$ cat config.mk
export PLATFORM = sky130hd
export DESIGN_NAME = css_switch
export DESIGN_NICKNAME = d
export VERILOG_FILES = /design/src/inc/css_pkg.sv /design/src/css_set_mem.sv /design/src/css_switch.sv
export VERILOG_INCLUDE_DIRS = /design/src /design/src/inc
export SDC_FILE = /design/constraint.sdc
export NUM_CORES = 1
export LEC_CHECK = 0
export BUFFER_PORTS_ARGS = -buffer_cell sky130_fd_sc_hd__buf_2
export CAP_MARGIN = 20
export CORE_MARGIN = 1
export CORE_UTILIZATION = 55
export CTS_CLUSTER_SIZE = 25
export DETAILED_ROUTE_END_ITERATION = 10
export PLACE_DENSITY = 0.86
export SLEW_MARGIN = 0
export SYNTH_ARGS = -nofsm -noshare
export SYNTH_HDL_FRONTEND = slang
export SYNTH_SLANG_ARGS = --single-unit
$ cat constraint.sdc
create_clock -name aclk -period 4.7 [get_ports aclk]
set_input_delay 0.47 -clock aclk [delete_from_list [all_inputs] [get_ports aclk]]
set_output_delay 0.47 -clock aclk [all_outputs]
set_load 0.05 [all_outputs]
$ cat src/inc/css_defines.svh
/*
  Offsets, field positions, reset values and timing counts of the command set switch.
  Assumes an 8-bit AXI4-Lite byte address and a 4 ns clock.
*/
`ifndef CSS_DEFINES_SVH
`define CSS_DEFINES_SVH

`define CSS_ADDR_W        8
`define CSS_SET_W         16
`define CSS_NUM_SETS      4
`define CSS_REG_COMM      8'h00
`define CSS_REG_COUNT     8'h04
`define CSS_REG_ACTIVE    8'h08
`define CSS_REG_COPY      8'h0c
`define CSS_REG_SET0      8'h10
`define CSS_COMM_EDIT     4'hf
`define CSS_COMM_READY    4'h0
`define CSS_COUNT_RST     3'h2
`define CSS_COUNT_MIN     3'h2
`define CSS_COUNT_MAX     3'h4
`define CSS_COPY_SRC_LSB  0
`define CSS_COPY_TGT_LSB  4
`define CSS_COPY_START    8
`define CSS_ACTIVE_BUSY   8
`define CSS_RESP_OKAY     2'h0
`define CSS_RESP_SLVERR   2'h2
`define CSS_CLK_NS        4
`define CSS_SWITCH_NS     4000000
`define CSS_SWITCH_CYC    (`CSS_SWITCH_NS / `CSS_CLK_NS)

`endif

$ cat src/inc/css_pkg.sv
/*
  Types shared by the command set switch.
  Assumes css_defines.svh supplies the numeric constants.
*/
package css_pkg;

  typedef enum logic [3:0] {
    ST_IDLE  = 4'b0001,
    ST_FETCH = 4'b0010,
    ST_APPLY = 4'b0100,
    ST_COPY  = 4'b1000
  } css_state_type;

  typedef logic [1:0]  css_idx_type;
  typedef logic [15:0] css_word_type;

endpackage

$ cat src/css_set_mem.sv
/*
  Storage of the four command sets, one write port and two registered read ports.
  Assumes one writer per cycle; the caller arbitrates.
*/
`timescale 1ns/1ps
`include "css_defines.svh"

module css_set_mem
  import css_pkg::*;
(
  input  wire logic         aclk,
  input  wire logic         aresetn,
  input  wire logic         wr_en,
  input  wire css_idx_type  wr_addr,
  input  wire css_word_type wr_data,
  input  wire css_idx_type  rd_addr_a,
  output css_word_type      rd_data_a,
  input  wire css_idx_type  rd_addr_b,
  output css_word_type      rd_data_b
);

  css_word_type mem [`CSS_NUM_SETS];

  always_ff @(posedge aclk) begin
    if (!aresetn) begin
      for (int i = 0; i < `CSS_NUM_SETS; i++) begin
        mem[i] <= 16'h0000;
      end
    end else if (wr_en) begin
      mem[wr_addr] <= wr_data;
    end
  end

  always_ff @(posedge aclk) begin
    if (!aresetn) begin
      rd_data_a <= 16'h0000;
      rd_data_b <= 16'h0000;
    end else begin
      rd_data_a <= mem[rd_addr_a];
      rd_data_b <= mem[rd_addr_b];
    end
  end

endmodule // css_set_mem

$ cat src/css_switch.sv
/*
  Command set switch: picks the active command set from two select pins and routes
  each command bit from the fieldbus word or the terminal strip. Registers over AXI4-Lite.
  Assumes select and terminal pins are asynchronous; the fieldbus word is on aclk.
*/
// Decided for this implementation: the register addresses and the AXI4-Lite register port.
`timescale 1ns/1ps
`include "css_defines.svh"

module css_switch
  import css_pkg::*;
#(
  parameter int SWITCH_CYC = `CSS_SWITCH_CYC
)
(
  input  wire logic                   aclk,
  input  wire logic                   aresetn,
  input  wire logic [`CSS_ADDR_W-1:0] awaddr,
  input  wire logic [2:0]             awprot,
  input  wire logic                   awvalid,
  output logic                        awready,
  input  wire logic [31:0]            wdata,
  input  wire logic [3:0]             wstrb,
  input  wire logic                   wvalid,
  output logic                        wready,
  output logic [1:0]                  bresp,
  output logic                        bvalid,
  input  wire logic                   bready,
  input  wire logic [`CSS_ADDR_W-1:0] araddr,
  input  wire logic [2:0]             arprot,
  input  wire logic                   arvalid,
  output logic                        arready,
  output logic [31:0]                 rdata,
  output logic [1:0]                  rresp,
  output logic                        rvalid,
  input  wire logic                   rready,
  input  wire logic                   set_select_bit_low,
  input  wire logic                   set_select_bit_high,
  input  wire css_word_type           term_cmd,
  input  wire css_word_type           fb_cmd,
  output css_word_type                cmd_word,
  output css_idx_type                 active_set_indicator
);

  function automatic logic [31:0] merge_strb(input logic [31:0] old_v, input logic [31:0] new_v,
                                             input logic [3:0] strb);
    logic [31:0] res;
    res = old_v;
    for (int i = 0; i < 4; i++) begin
      if (strb[i]) begin
        res[8*i +: 8] = new_v[8*i +: 8];
      end
    end
    return res;
  endfunction

  function automatic logic is_mapped(input logic [`CSS_ADDR_W-1:0] addr);
    return (addr[7:5] == 3'h0) && (addr[1:0] == 2'h0);
  endfunction

  function automatic logic is_set_win(input logic [`CSS_ADDR_W-1:0] addr);
    return is_mapped(addr) && addr[4];
  endfunction

  ////////////////////////////////////////////////////////////////////////////
  // Registers and state

  css_state_type  state;
  logic [3:0]     commissioning_state;
  logic [2:0]     set_count_config;
  css_idx_type    copy_src;
  css_idx_type    copy_tgt;
  logic           copy_start;
  css_idx_type    active;
  css_idx_type    pend_idx;
  css_word_type   set_word;
  logic           reload;
  logic [1:0]     sel_meta;
  logic [1:0]     sel_sync;
  css_idx_type    sel_hold;
  css_word_type   term_meta;
  css_word_type   term_sync;
  logic           rd_pend;
  logic [`CSS_ADDR_W-1:0] rd_addr;
  css_word_type   mem_rd_a;
  css_word_type   mem_rd_b;
  css_idx_type    mem_addr_b;
  logic           mem_we;
  css_idx_type    mem_waddr;
  css_word_type   mem_wdata;
  css_idx_type    sel_idx;
  css_idx_type    tgt_idx;
  logic           wr_fire;
  logic           want_switch;
  logic           copy_ok;
  logic           copy_clear;
  logic           reload_set;
  logic [31:0]    next_comm;
  logic [31:0]    next_count;
  logic [31:0]    next_copy;

  function automatic logic in_range(input css_idx_type idx, input logic [2:0] cnt);
    return {1'b0, idx} < cnt;
  endfunction

  ////////////////////////////////////////////////////////////////////////////
  // Pin synchronisers

  always_ff @(posedge aclk) begin
    if (!aresetn) begin
      sel_meta  <= 2'h0;
      sel_sync  <= 2'h0;
      sel_hold  <= 2'h0;
      term_meta <= 16'h0000;
      term_sync <= 16'h0000;
    end else begin
      sel_meta  <= {set_select_bit_high, set_select_bit_low};
      sel_sync  <= sel_meta;
      sel_hold  <= sel_sync;
      term_meta <= term_cmd;
      term_sync <= term_meta;
    end
  end

  assign sel_idx = {sel_sync[1], sel_sync[0]};

  ////////////////////////////////////////////////////////////////////////////
  // AXI write side

  // Copy engine owns the write port while copying
  assign wr_fire = awvalid && wvalid && !bvalid && (state != ST_COPY);
  assign awready = wr_fire;
  assign wready  = wr_fire;

  always_comb begin
    next_comm  = merge_strb({28'h0, commissioning_state}, wdata, wstrb);
    next_count = merge_strb({29'h0, set_count_config}, wdata, wstrb);
    next_copy  = merge_strb({23'h0, copy_start, 2'h0, copy_tgt, 2'h0, copy_src}, wdata, wstrb);
  end

  always_ff @(posedge aclk) begin
    if (!aresetn) begin
      bvalid <= 1'b0;
      bresp  <= `CSS_RESP_OKAY;
    end else if (wr_fire) begin
      bvalid <= 1'b1;
      bresp  <= is_mapped(awaddr) ? `CSS_RESP_OKAY : `CSS_RESP_SLVERR;
    end else if (bready) begin
      bvalid <= 1'b0;
    end
  end

  always_ff @(posedge aclk) begin
    if (!aresetn) begin
      commissioning_state <= `CSS_COMM_READY;
    end else if (wr_fire && awaddr == `CSS_REG_COMM) begin
      commissioning_state <= next_comm[3:0];
    end
  end

  always_ff @(posedge aclk) begin
    if (!aresetn) begin
      set_count_config <= `CSS_COUNT_RST;
    end else if (wr_fire && awaddr == `CSS_REG_COUNT && commissioning_state == `CSS_COMM_EDIT
                 && next_count[2:0] >= `CSS_COUNT_MIN && next_count[2:0] <= `CSS_COUNT_MAX) begin
      set_count_config <= next_count[2:0];
    end
  end

  // Copy fields frozen while a copy is pending; start set wins over clear
  always_ff @(posedge aclk) begin
    if (!aresetn) begin
      copy_src   <= 2'h0;
      copy_tgt   <= 2'h0;
      copy_start <= 1'b0;
    end else if (wr_fire && awaddr == `CSS_REG_COPY && !copy_start) begin
      copy_src   <= next_copy[`CSS_COPY_SRC_LSB +: 2];
      copy_tgt   <= next_copy[`CSS_COPY_TGT_LSB +: 2];
      copy_start <= next_copy[`CSS_COPY_START];
    end else if (copy_clear) begin
      copy_start <= 1'b0;
    end
  end

  ////////////////////////////////////////////////////////////////////////////
  // AXI read side

  assign arready = !rvalid && !rd_pend;

  always_ff @(posedge aclk) begin
    if (!aresetn) begin
      rd_pend <= 1'b0;
      rd_addr <= 8'h00;
      rvalid  <= 1'b0;
      rdata   <= 32'h0000_0000;
      rresp   <= `CSS_RESP_OKAY;
    end else if (arvalid && arready) begin
      rd_pend <= 1'b1;
      rd_addr <= araddr;
    end else if (rd_pend) begin
      rd_pend <= 1'b0;
      rvalid  <= 1'b1;
      rresp   <= is_mapped(rd_addr) ? `CSS_RESP_OKAY : `CSS_RESP_SLVERR;
      if (is_set_win(rd_addr)) begin
        rdata <= {16'h0000, mem_rd_a};
      end else begin
        case (rd_addr)
          `CSS_REG_COMM:   rdata <= {28'h0, commissioning_state};
          `CSS_REG_COUNT:  rdata <= {29'h0, set_count_config};
          `CSS_REG_ACTIVE: rdata <= {23'h0, state != ST_IDLE, 6'h0, active};
          `CSS_REG_COPY:   rdata <= {23'h0, copy_start, 2'h0, copy_tgt, 2'h0, copy_src};
          default:         rdata <= 32'h0000_0000;
        endcase
      end
    end else if (rready) begin
      rvalid <= 1'b0;
    end
  end

  ////////////////////////////////////////////////////////////////////////////
  // Set storage

  always_comb begin
    mem_we    = 1'b0;
    mem_waddr = copy_tgt;
    mem_wdata = mem_rd_b;
    if (state == ST_COPY) begin
      mem_we = 1'b1;
    end else if (wr_fire && is_set_win(awaddr) && wstrb[1:0] == 2'h3) begin
      mem_we    = 1'b1;
      mem_waddr = awaddr[3:2];
      mem_wdata = wdata[15:0];
    end
  end

  assign mem_addr_b = (copy_start || state == ST_COPY) ? copy_src : tgt_idx;

  css_set_mem u_mem (
    .aclk      (aclk),
    .aresetn   (aresetn),
    .wr_en     (mem_we),
    .wr_addr   (mem_waddr),
    .wr_data   (mem_wdata),
    .rd_addr_a (araddr[3:2]),
    .rd_data_a (mem_rd_a),
    .rd_addr_b (mem_addr_b),
    .rd_data_b (mem_rd_b)
  );

  ////////////////////////////////////////////////////////////////////////////
  // Switchover and copy engine

  // Out-of-range select is ignored: the last good set stays in force
  assign tgt_idx     = in_range(sel_idx, set_count_config) ? sel_idx : active;
  // Two pins may resolve a cycle apart: launch only on a select seen alike twice
  assign want_switch = (sel_idx == sel_hold) && (tgt_idx != active || reload);
  assign copy_ok     = in_range(copy_src, set_count_config) && in_range(copy_tgt, set_count_config);
  assign copy_clear  = (state == ST_COPY) || (state == ST_IDLE && copy_start && !copy_ok);
  // Any write to the live, fetching or wanted set forces a refetch
  assign reload_set  = mem_we && (mem_waddr == active || mem_waddr == pend_idx || mem_waddr == tgt_idx);

  always_ff @(posedge aclk) begin
    if (!aresetn) begin
      state    <= ST_IDLE;
      pend_idx <= 2'h0;
      active   <= 2'h0;
      set_word <= 16'h0000;
    end else begin
      case (state)
        ST_IDLE: begin
          if (copy_start) begin
            if (copy_ok) begin
              state <= ST_COPY;
            end
          end else if (want_switch) begin
            pend_idx <= tgt_idx;
            state    <= ST_FETCH;
          end
        end
        ST_FETCH: begin
          set_word <= mem_rd_b;
          state    <= ST_APPLY;
        end
        ST_APPLY: begin
          active <= pend_idx;
          state  <= ST_IDLE;
        end
        ST_COPY: begin
          state <= ST_IDLE;
        end
        default: begin
          state <= ST_IDLE;
        end
      endcase
    end
  end

  // Refetch when the live set is rewritten; a new rewrite beats the clear
  always_ff @(posedge aclk) begin
    if (!aresetn) begin
      reload <= 1'b1;
    end else if (reload_set) begin
      reload <= 1'b1;
    end else if (state == ST_IDLE && !copy_start && want_switch) begin
      reload <= 1'b0;
    end
  end

  always_ff @(posedge aclk) begin
    if (!aresetn) begin
      cmd_word <= 16'h0000;
    end else begin
      cmd_word <= (set_word & fb_cmd) | (~set_word & term_sync);
    end
  end

  assign active_set_indicator = active;

  ////////////////////////////////////////////////////////////////////////////
  // Checks

  logic [31:0] sw_wait;

  always_ff @(posedge aclk) begin
    if (!aresetn) begin
      sw_wait <= 32'h0;
    end else if (want_switch && !copy_start) begin
      sw_wait <= sw_wait + 32'h1;
    end else begin
      sw_wait <= 32'h0;
    end
  end
endmodule // css_switch

Word level (Yosys, flattened, before mapping)
Memories as Yosys holds them, arrays and structs flattened. A register that Yosys moved wholly into a read port is not among the register bits.
Index checks and enable logic that the tools add are counted.
{"block": "totals", "output_inout_bits": 59, "ramBits": 64, "latchBits": 0, "inputBits": 99, "n_memories": 1, "wordCells": 144, "rom_bits": 0, "ff_bits": 138}
{"name": "u_mem.mem", "words": 4, "word_bits": 16, "read_ports": 2, "rd_ports_with_merged_regs": 2, "write_ports": 4, "line": "css_set_mem.sv:22", "source": "css_word_type mem [`CSS_NUM_SETS];"}
{"block": "op_classes", "muxes": 32, "order_cmp": 5, "reduce_logical": 55, "div": 0, "shifts": 0, "addsub": 0, "eq_ne": 21, "n_mul": 0, "bitwise_logic": 7}
{"operator": "two-way mux 16 bit", "count": 4}
{"operator": "one-hot mux 9 bit (4 select lines)", "count": 1}
{"operator": "AND 16 bit", "count": 2}
{"operator": "logical AND 1 bit", "count": 25}
{"operator": "== test 8 x 4 -> 1 bit (second input constant)", "count": 3}
{"operator": "== test 8 x 3 -> 1 bit (second input constant)", "count": 2}
{"operator": "zero test 8 bit", "count": 2}
{"operator": "inverter 16 bit", "count": 1}
{"operator": "bitwise OR 16 bit", "count": 1}
{"operator": "OR reduction 16 bit", "count": 1}
{"operator": "two-way mux 1 bit", "count": 15}
{"operator": "two-way mux 2 bit", "count": 7}
{"operator": "two-way mux 4 bit", "count": 3}
{"operator": "AND reduction 2 bit", "count": 6}
{"operator": "< comparator 2 x 3 -> 1 bit", "count": 3}
{"operator": "== test 2 bit", "count": 4}
{"operator": "== test 4 bit (second input constant)", "count": 2}
{"operator": "one-hot mux 4 bit (2 select lines)", "count": 1}
{"operator": "zero test 1 bit", "count": 7}
{"operator": "zero test 3 bit", "count": 2}
{"operator": "inequality test 3 bit (second input constant)", "count": 2}
{"operator": "nonzero test 2 bit", "count": 3}
{"operator": "logical OR 1 bit", "count": 5}
{"operator": "== test 4 x 1 -> 1 bit (second input constant)", "count": 1}
{"operator": "14 further kinds", "count": 17}

Depth between registers and ports, before layout
Gate-level depths: netlist of the first run.
{"block": "depth", "word_depth": 12, "mapped_depth": 9, "depth_no_buf": 8}

Hierarchy
A second synthesis of the first run with hierarchy kept.
{"block": "unflattened", "hier_cells": 823, "area_unflattened_um2": 9153.8}
{"mod": "css_switch", "cells_per_inst": 533, "seq_area_each_um2": 2402.3, "instances": 1, "area_per_inst_um2": 5098.6}
{"mod": "css_set_mem", "cells_per_inst": 290, "seq_area_each_um2": 2562.5, "instances": 1, "area_per_inst_um2": 4055.1}

Worst setup path before layout of the first run
OpenSTA, ideal clock, no wires.
{"block": "synth_path", "kind": "input -> register", "from": "input awaddr[6]", "to": "memory u_mem.mem[2][0] in the netlist's numbering, enable pin", "cell_stages": 6, "setup_time_ns": 0.411, "path_slack_ns": 1.218, "n_path_buf": 2, "arrival_ns": 3.071, "required_ns": 4.289, "path_cell_list": "or4b_4 -> nor4_4 -> buf_6 -> buf_4 -> a22oi_1 -> o21ai_0"}
{"item": "start, declared", "line": "css_switch.sv:18", "source": "input wire logic [`CSS_ADDR_W-1:0] awaddr,"}
{"item": "end, declared", "line": "css_set_mem.sv:22"}

==> impl_metrics.py, run 1 <==
metrics = {
    "run_status": {
        "status": "finished clean",
    },
    "yosys": {
        "synth_top_area_share_pct": 33.4,
        "ys_seq_area_share_pct": 54.5,
        "yosysTopAreaCell": "dfxtp_1",
        "synth_area_leaders": "dfxtp_1, edfxtp_1, mux2i_1",
        "synth_area_um2": 9110,
        "ys_ff_latch": 216,
        "synth-async-reset-ratio_pct": 0,
        "ys_types": 58,
        "synth_common_cells": "dfxtp_1, nand2_1, nor2_1",
        "yosysWarnings": 0,
        "syn_area_per_cell_um2": 10.6,
        "synth_ff_type": "dfxtp_1",
        "yosysMostFrequentCell": "dfxtp_1",
        "synth_edf_count": 64,
        "syn_inst": 857,
    },
    "final_layout": {
        "fin_area_um2": 10500,
        "n_antenna_cell": 0,
        "drive_above_1_share_pct": 20.3,
        "fin_nets": 1051,
        "fillCellCount": 1209,
        "area_delta_synth_final_pct": 15.5,
    },
    "critical_path": {
        "critPathSlowestCell": "nand2_1",
        "worst_setup_path_end_kind": "flip-flop",
        "rrSetupSlack_ns": 1.44,
        "arrival_ns": 3.34,
        "crit_type": "flip-flop to flip-flop",
        "reg2reg_from": "state[0]",
        "r2r_cells": 7,
        "critPathMaxStageDelay_ns": 0.64,
        "path_cells": "nor4b_4, nor2_1, nand4_1, nor3_1, a21oi_1, or2_1, nand2_1",
        "crit_path_max_fanout": 17,
        "critPathRequiredTime_ns": 4.78,
        "cp-start-kind": "flip-flop",
        "reg2reg_to": "u_mem.mem[0][7]",
    },
    "timing": {
        "min_period_ns": 3.26,
        "hold_viol": 0,
        "max_freq_mhz": 306,
        "fin_crit_sh_pct": 69.4,
        "fin_ws_ns": 1.44,
        "worst_pin_slew_ns": 1.11,
        "rsz0062_at_grt": "no",
        "relSlewSlack_pct": 26.0,
        "setup_violations": 0,
        "slew_violations": 0,
        "fin_setup_tns_ns": 0,
        "fin_skew_ns": 0.0136,
    },
    "hold_path": {
        "min_to": "term_meta[12]",
        "whs_path_depth": 2,
        "hold_path_class": "primary input to flip-flop",
        "min_from": "term_cmd[12]",
    },
    "cts": {
        "clk_latency_ns": 0.51,
        "cts_resized": 0,
        "clk_pin_slew_worst_paths_ns": 0.06,
        "cts_root_buf": "clkbuf_16",
        "postCtsHoldBufs": 0,
        "cts_sinks": 216,
        "h-tree-depth": 1,
        "cts_buffer_depth": 3,
        "cts_tree": "done",
        "post_cts_buffers": 0,
        "cts_buffers": 22,
    },
    "route": {
        "drt-met1-wl_um": 8530,
        "routed.top_layer": "met4",
        "wirelength_um": 21000,
        "dr.first_iter.drc_count": 483,
        "wl_per_cell_um": 17.8,
        "ant_nets": 0,
        "vias": 6611,
        "viasPerCell": 5.60,
        "firstDrtPassIters": 5,
        "routed-wl-met2_um": 10200,
        "drc_errors": 0,
        "routed-wl-met3_um": 1690,
    },
    "power": {
        "leakagePower_nw": 4.10,
        "switching_share_pct": 23.5,
        "pwr-share-seq_pct": 48.4,
        "powerDensity_nw_per_um2": 401,
        "p_comb_share_pct": 8.2,
        "ir_drop_mv": 0.256,
        "internal_power_mw": 3.22,
        "clkPwrFrac_pct": 43.4,
        "power_switching_mw": 0.991,
    },
    "global_routing": {
        "grt_remaining_overflow": 0,
        "grt_max_degree": 148,
        "grt_pass1_wl_um": 31900,
        "antenna_found_initial": 0,
        "grt_pass1_vias": 6226,
        "grt.total_usage_pct": 24.4,
    },
    "place": {
        "placed_cell_area_um2": 9720,
        "dp_worst_setup_slack_ns": 1.24,
        "place_congestion": 0.821,
        "portBuffers": 115,
        "hpwlAfterDp_um": 13200,
    },
    "floorplanning": {
        "ioPinCount": 158,
        "die_h_um": 131,
        "std_cell_rows": 46,
        "fp.dieArea_um2": 17100,
        "initial_core_util_pct": 56.9,
        "die_x_um": 131,
        "core_area_um2": 16000,
    },
    "job": {
        "max_cap_violations": 0,
    },
}
## placed cells by master, fill, tap and decap left out, types with 11 or more instances in the layout
cell type  count
a21boi_0      28
a21oi_1       18
a31oi_1       17
and2_1        63
buf_2        114
clkbuf_16     25
conb_1        18
dfxtp_1      152
edfxtp_1      64
mux2_1        13
mux2i_1       51
mux4_2        18
nand2_1      100
nand3_1       11
nor2_1        82
nor2b_1       49
o21ai_0       25
## critical path: cells and delay by family (launching register included)
kind	cells	cell delay, ns
DFF	1	0.36
and+or+nand+nor	6	2.35
AOI/OAI and AO/OA	1	0.12
## registers in the layout (all words and copies together) (netlist names), 8 cells and up
name / flops
cmd_word: 16
rd_addr: 8
rdata: 16
set_word: 16
term_meta: 16
term_sync: 16
u_mem.mem: 64
u_mem.rd_data_a: 16
u_mem.rd_data_b: 16
## metrics by stage
stage | std cells | hold slack, ns | util (%) | power (mW)
after CTS | 1180 | 0.157 | 65.6 | 4.22
final | 1181 | 0.170 | 65.7 | 4.21
after global placement | 1140 | 0.414 | 60.7 | 2.41
after global routing | 1181 | 0.167 | 65.7 | 4.33
after detailed placement | 1140 | 0.418 | 60.7 | 2.42
after floorplan | 874 | 0.412 | - | 2.32
## cells by family after synthesis
family,after synthesis,synth area share [%]
buffers and inverters,83,4.52
other,1,0.0412
muxes,86,12.2
adders and majority gates,3,0.412
and+or+nand+nor,343,19.3
DFF,216,54.5
xor gates and xnor gates,10,0.962
AOI/OAI and AO/OA,115,8.08
## routing by layer
layer,vias up,GRT usage [%]
met5,-,0
met4,0,10.2
met3,46,3.87
met2,316,41.5
met1,3162,31.1
li1,3087,-
## worst max path at each step
stage	end	cells past startpoint	slack, ns	startpoint
2_1_floorplan	u_mem.mem[2][0]	6	1.22	awaddr[6]
3_3_place_gp	u_mem.mem[0][13]	9	1.27	awaddr[5]
6_report	u_mem.mem[0][7]	7	1.44	state[0]
4_1_cts	u_mem.mem[0][0]	7	1.43	state[0]
3_5_place_dp	u_mem.mem[0][7]	9	1.24	awaddr[5]
5_1_grt	u_mem.mem[0][7]	7	1.19	state[3]
## final cells by class
| class | count | area, um^2 | share of cell area (%) |
|---|---|---|---|
| flip-flops and latches | 216 | 4960 | 47.2 |
| multi-input cells | 575 | 3810 | 36.2 |
| clock buffers | 34 | 713 | 6.78 |
| repair buffers | 123 | 658 | 6.26 |
| well taps | 216 | 270 | 2.57 |
| clock inverters | 6 | 62.6 | 0.595 |
| inverters | 11 | 41.3 | 0.393 |
## power groups by stage
stage               clock (mW)  combinational (mW)  sequential, mW
global placement             0               0.330            2.07
CTS                       1.84               0.342            2.04
detailed placement           0               0.337            2.08
floorplan                    0               0.239            2.08
global route              1.91               0.372            2.05
finish                    1.83               0.345            2.04
No activity file was read; power rests on OpenSTA's default activity.
==> run 2: changes to the inputs <==
Clock period 4.7 ns to 3.3 ns, I/O delays scaled along.
==> run 2 against run 1 <==
Against the previous run: via count fell by 1.1%; sequential cell count did not move; final cell count rose by 0.51%; setup slack got worse by 0.87 ns; combinational power rose by 43%; critical endpoint is now u_mem.rd_data_b[9].
==> impl_metrics.py, run 2 (same netlist as run 1, synthesis figures left out) <==
metrics = {
    "final_layout": {
        "n_antenna_cell": 0,
        "largest_reg_flops": 64,
        "fin_area_um2": 10500,
        "final_core_util_pct": 65.7,
        "mostFrequentLayoutCells": "dfxtp_1, buf_2, nand2_1",
        "drive_above_1_share_pct": 20.6,
        "top_register": "u_mem.mem",
        "fin_nets": 1057,
        "area_delta_synth_final_pct": 15.4,
        "fillCellCount": 1202,
        "layout_commonest_cell": "dfxtp_1",
    },
    "place": {
        "dp_worst_setup_slack_ns": 0.624,
        "placed_cell_area_um2": 9760,
        "hpwlAfterDp_um": 13300,
        "place_congestion": 0.877,
        "portBuffers": 115,
    },
    "cts": {
        "cts_tree": "done",
        "clk_latency_ns": 0.51,
        "cts_root_buf": "clkbuf_16",
        "post_cts_buffers": 0,
        "cts_resized": 0,
        "cts_buffer_depth": 3,
        "cts_buffers": 22,
        "cts_sinks": 216,
        "h-tree-depth": 1,
        "clk_pin_slew_worst_paths_ns": 0.06,
        "postCtsHoldBufs": 0,
    },
    "timing": {
        "fin_crit_sh_pct": 82.9,
        "fin_setup_tns_ns": 0,
        "fin_ws_ns": 0.565,
        "max_freq_mhz": 366,
        "min_period_ns": 2.74,
        "setup_violations": 0,
        "slew_violations": 0,
        "rsz0062_at_grt": "no",
        "fin_skew_ns": 0.0126,
        "worst_pin_slew_ns": 0.869,
        "relSlewSlack_pct": 42.0,
        "hold_viol": 0,
    },
    "global_routing": {
        "grt_max_degree": 119,
        "grt_pass1_vias": 6206,
        "grt.total_usage_pct": 24.0,
        "grt_pass1_wl_um": 31500,
        "antenna_found_initial": 0,
        "grt_remaining_overflow": 0,
    },
    "critical_path": {
        "r2r_cells": 9,
        "path_cells": "inv_1, ha_1, a21oi_1, o21ai_0, a31oi_2, buf_4, mux2_1, o21ai_0, a31oi_1",
        "cp_common_cell": "o21ai_0",
        "crit_path_max_fanout": 32,
        "reg2reg_to": "u_mem.rd_data_b[9]",
        "worst_setup_path_end_kind": "flip-flop",
        "crit_type": "flip-flop to flip-flop",
        "arrival_ns": 3.07,
        "critPathSlowestCell": "buf_4",
        "reg2reg_from": "set_count_config[1]",
        "critPathMaxStageDelay_ns": 0.40,
        "rrSetupSlack_ns": 0.56,
        "cp-start-kind": "flip-flop",
        "critPathRequiredTime_ns": 3.64,
    },
    "power": {
        "ir_drop_mv": 0.355,
        "leakagePower_nw": 4.10,
        "powerDensity_nw_per_um2": 565,
    },
    "floorplanning": {
        "fp.dieArea_um2": 17100,
        "initial_core_util_pct": 56.9,
        "ioPinCount": 158,
        "core_area_um2": 16000,
        "die_h_um": 131,
        "std_cell_rows": 46,
        "die_x_um": 131,
    },
    "run_status": {
        "status": "finished clean",
    },
    "route": {
        "drc_errors": 0,
        "dr.first_iter.drc_count": 582,
        "firstDrtPassIters": 5,
        "vias": 6538,
        "viasPerCell": 5.51,
        "ant_nets": 0,
        "wl_per_cell_um": 17.1,
        "wirelength_um": 20300,
    },
    "hold_path": {
        "min_to": "term_meta[13]",
        "whs_path_depth": 2,
        "hold_path_class": "primary input to flip-flop",
        "min_from": "term_cmd[13]",
    },
    "job": {
        "max_cap_violations": 0,
    },
}
run 2: cell types whose count changed in the layout (fill, tap and decap cells not counted), moves of 2 or more:
| cell | change |
|---|---|
| buf_4 | +7 |
| clkbuf_8 | -3 |
| clkbuf_1 | +2 |
| clkinv_4 | +2 |
run 2: how the worst max path moves through the flow:
| stage | from | end | slack [ns] | depth (start not counted) |
|---|---|---|---|---|
| 4_1_cts | set_count_config[1] | u_mem.rd_data_b[9] | 0.62 | 9 |
| 3_3_place_gp | awaddr[5] | u_mem.mem[1][7] | 0.67 | 8 |
| 6_report | set_count_config[1] | u_mem.rd_data_b[9] | 0.56 | 9 |
| 2_1_floorplan | bvalid | u_mem.mem[2][0] | -0.1 | 6 |
| 3_5_place_dp | awaddr[5] | u_mem.mem[1][7] | 0.62 | 8 |
| 5_1_grt | set_count_config[1] | u_mem.rd_data_b[3] | 0.39 | 9 |
run 2: stage by stage:
stage | std cells | power [mW] | hold WS, ns
after floorplan | 874 | 3.31 | 0.412
after global placement | 1147 | 3.43 | 0.414
after detailed placement | 1147 | 3.44 | 0.419
after CTS | 1187 | 5.97 | 0.0231
after global routing | 1187 | 6.14 | 0.0367
final | 1187 | 5.94 | 0.0342
run 2: area by class of cell:
class                      count  area (um^2)  share of cell area, %
sequential                   216         4960                   47.2
inverter                      11         41.3                  0.393
multi-input combinational    575         3800                   36.1
clock inverter                 8          101                  0.964
clock buffer                  32          652                   6.20
timing repair buffer         129          683                   6.50
tap                          216          270                   2.57
run 2: power by group:
| group | internal (mW) | leakage, nW | switching [mW] |
|---|---|---|---|
| combinational | 0.181 | 1.83 | 0.314 |
| clock | 1.54 | 0.373 | 1.01 |
| sequential | 2.83 | 1.90 | 0.0673 |
run 2: worst max-delay path, delay by kind of cell, from the launching register on:
kind,cells,cell delay [ns]
AO/OA/AOI/OAI,5,1.01
buffers and inverters,2,0.49
multiplexers,1,0.37
flip-flops,1,0.36
adder cells (fa/ha/maj),1,0.32
run 2: metal layers:
metal / vias to the layer above / share of wire [%] / global-route usage (%)
li1: 3093 / - / -
met1: 3085 / 41 / 31.2
met2: 315 / 48 / 40.7
met3: 45 / 8.7 / 3.91
met4: 0 / 2.2 / 8.25
met5: - / 0 / 0
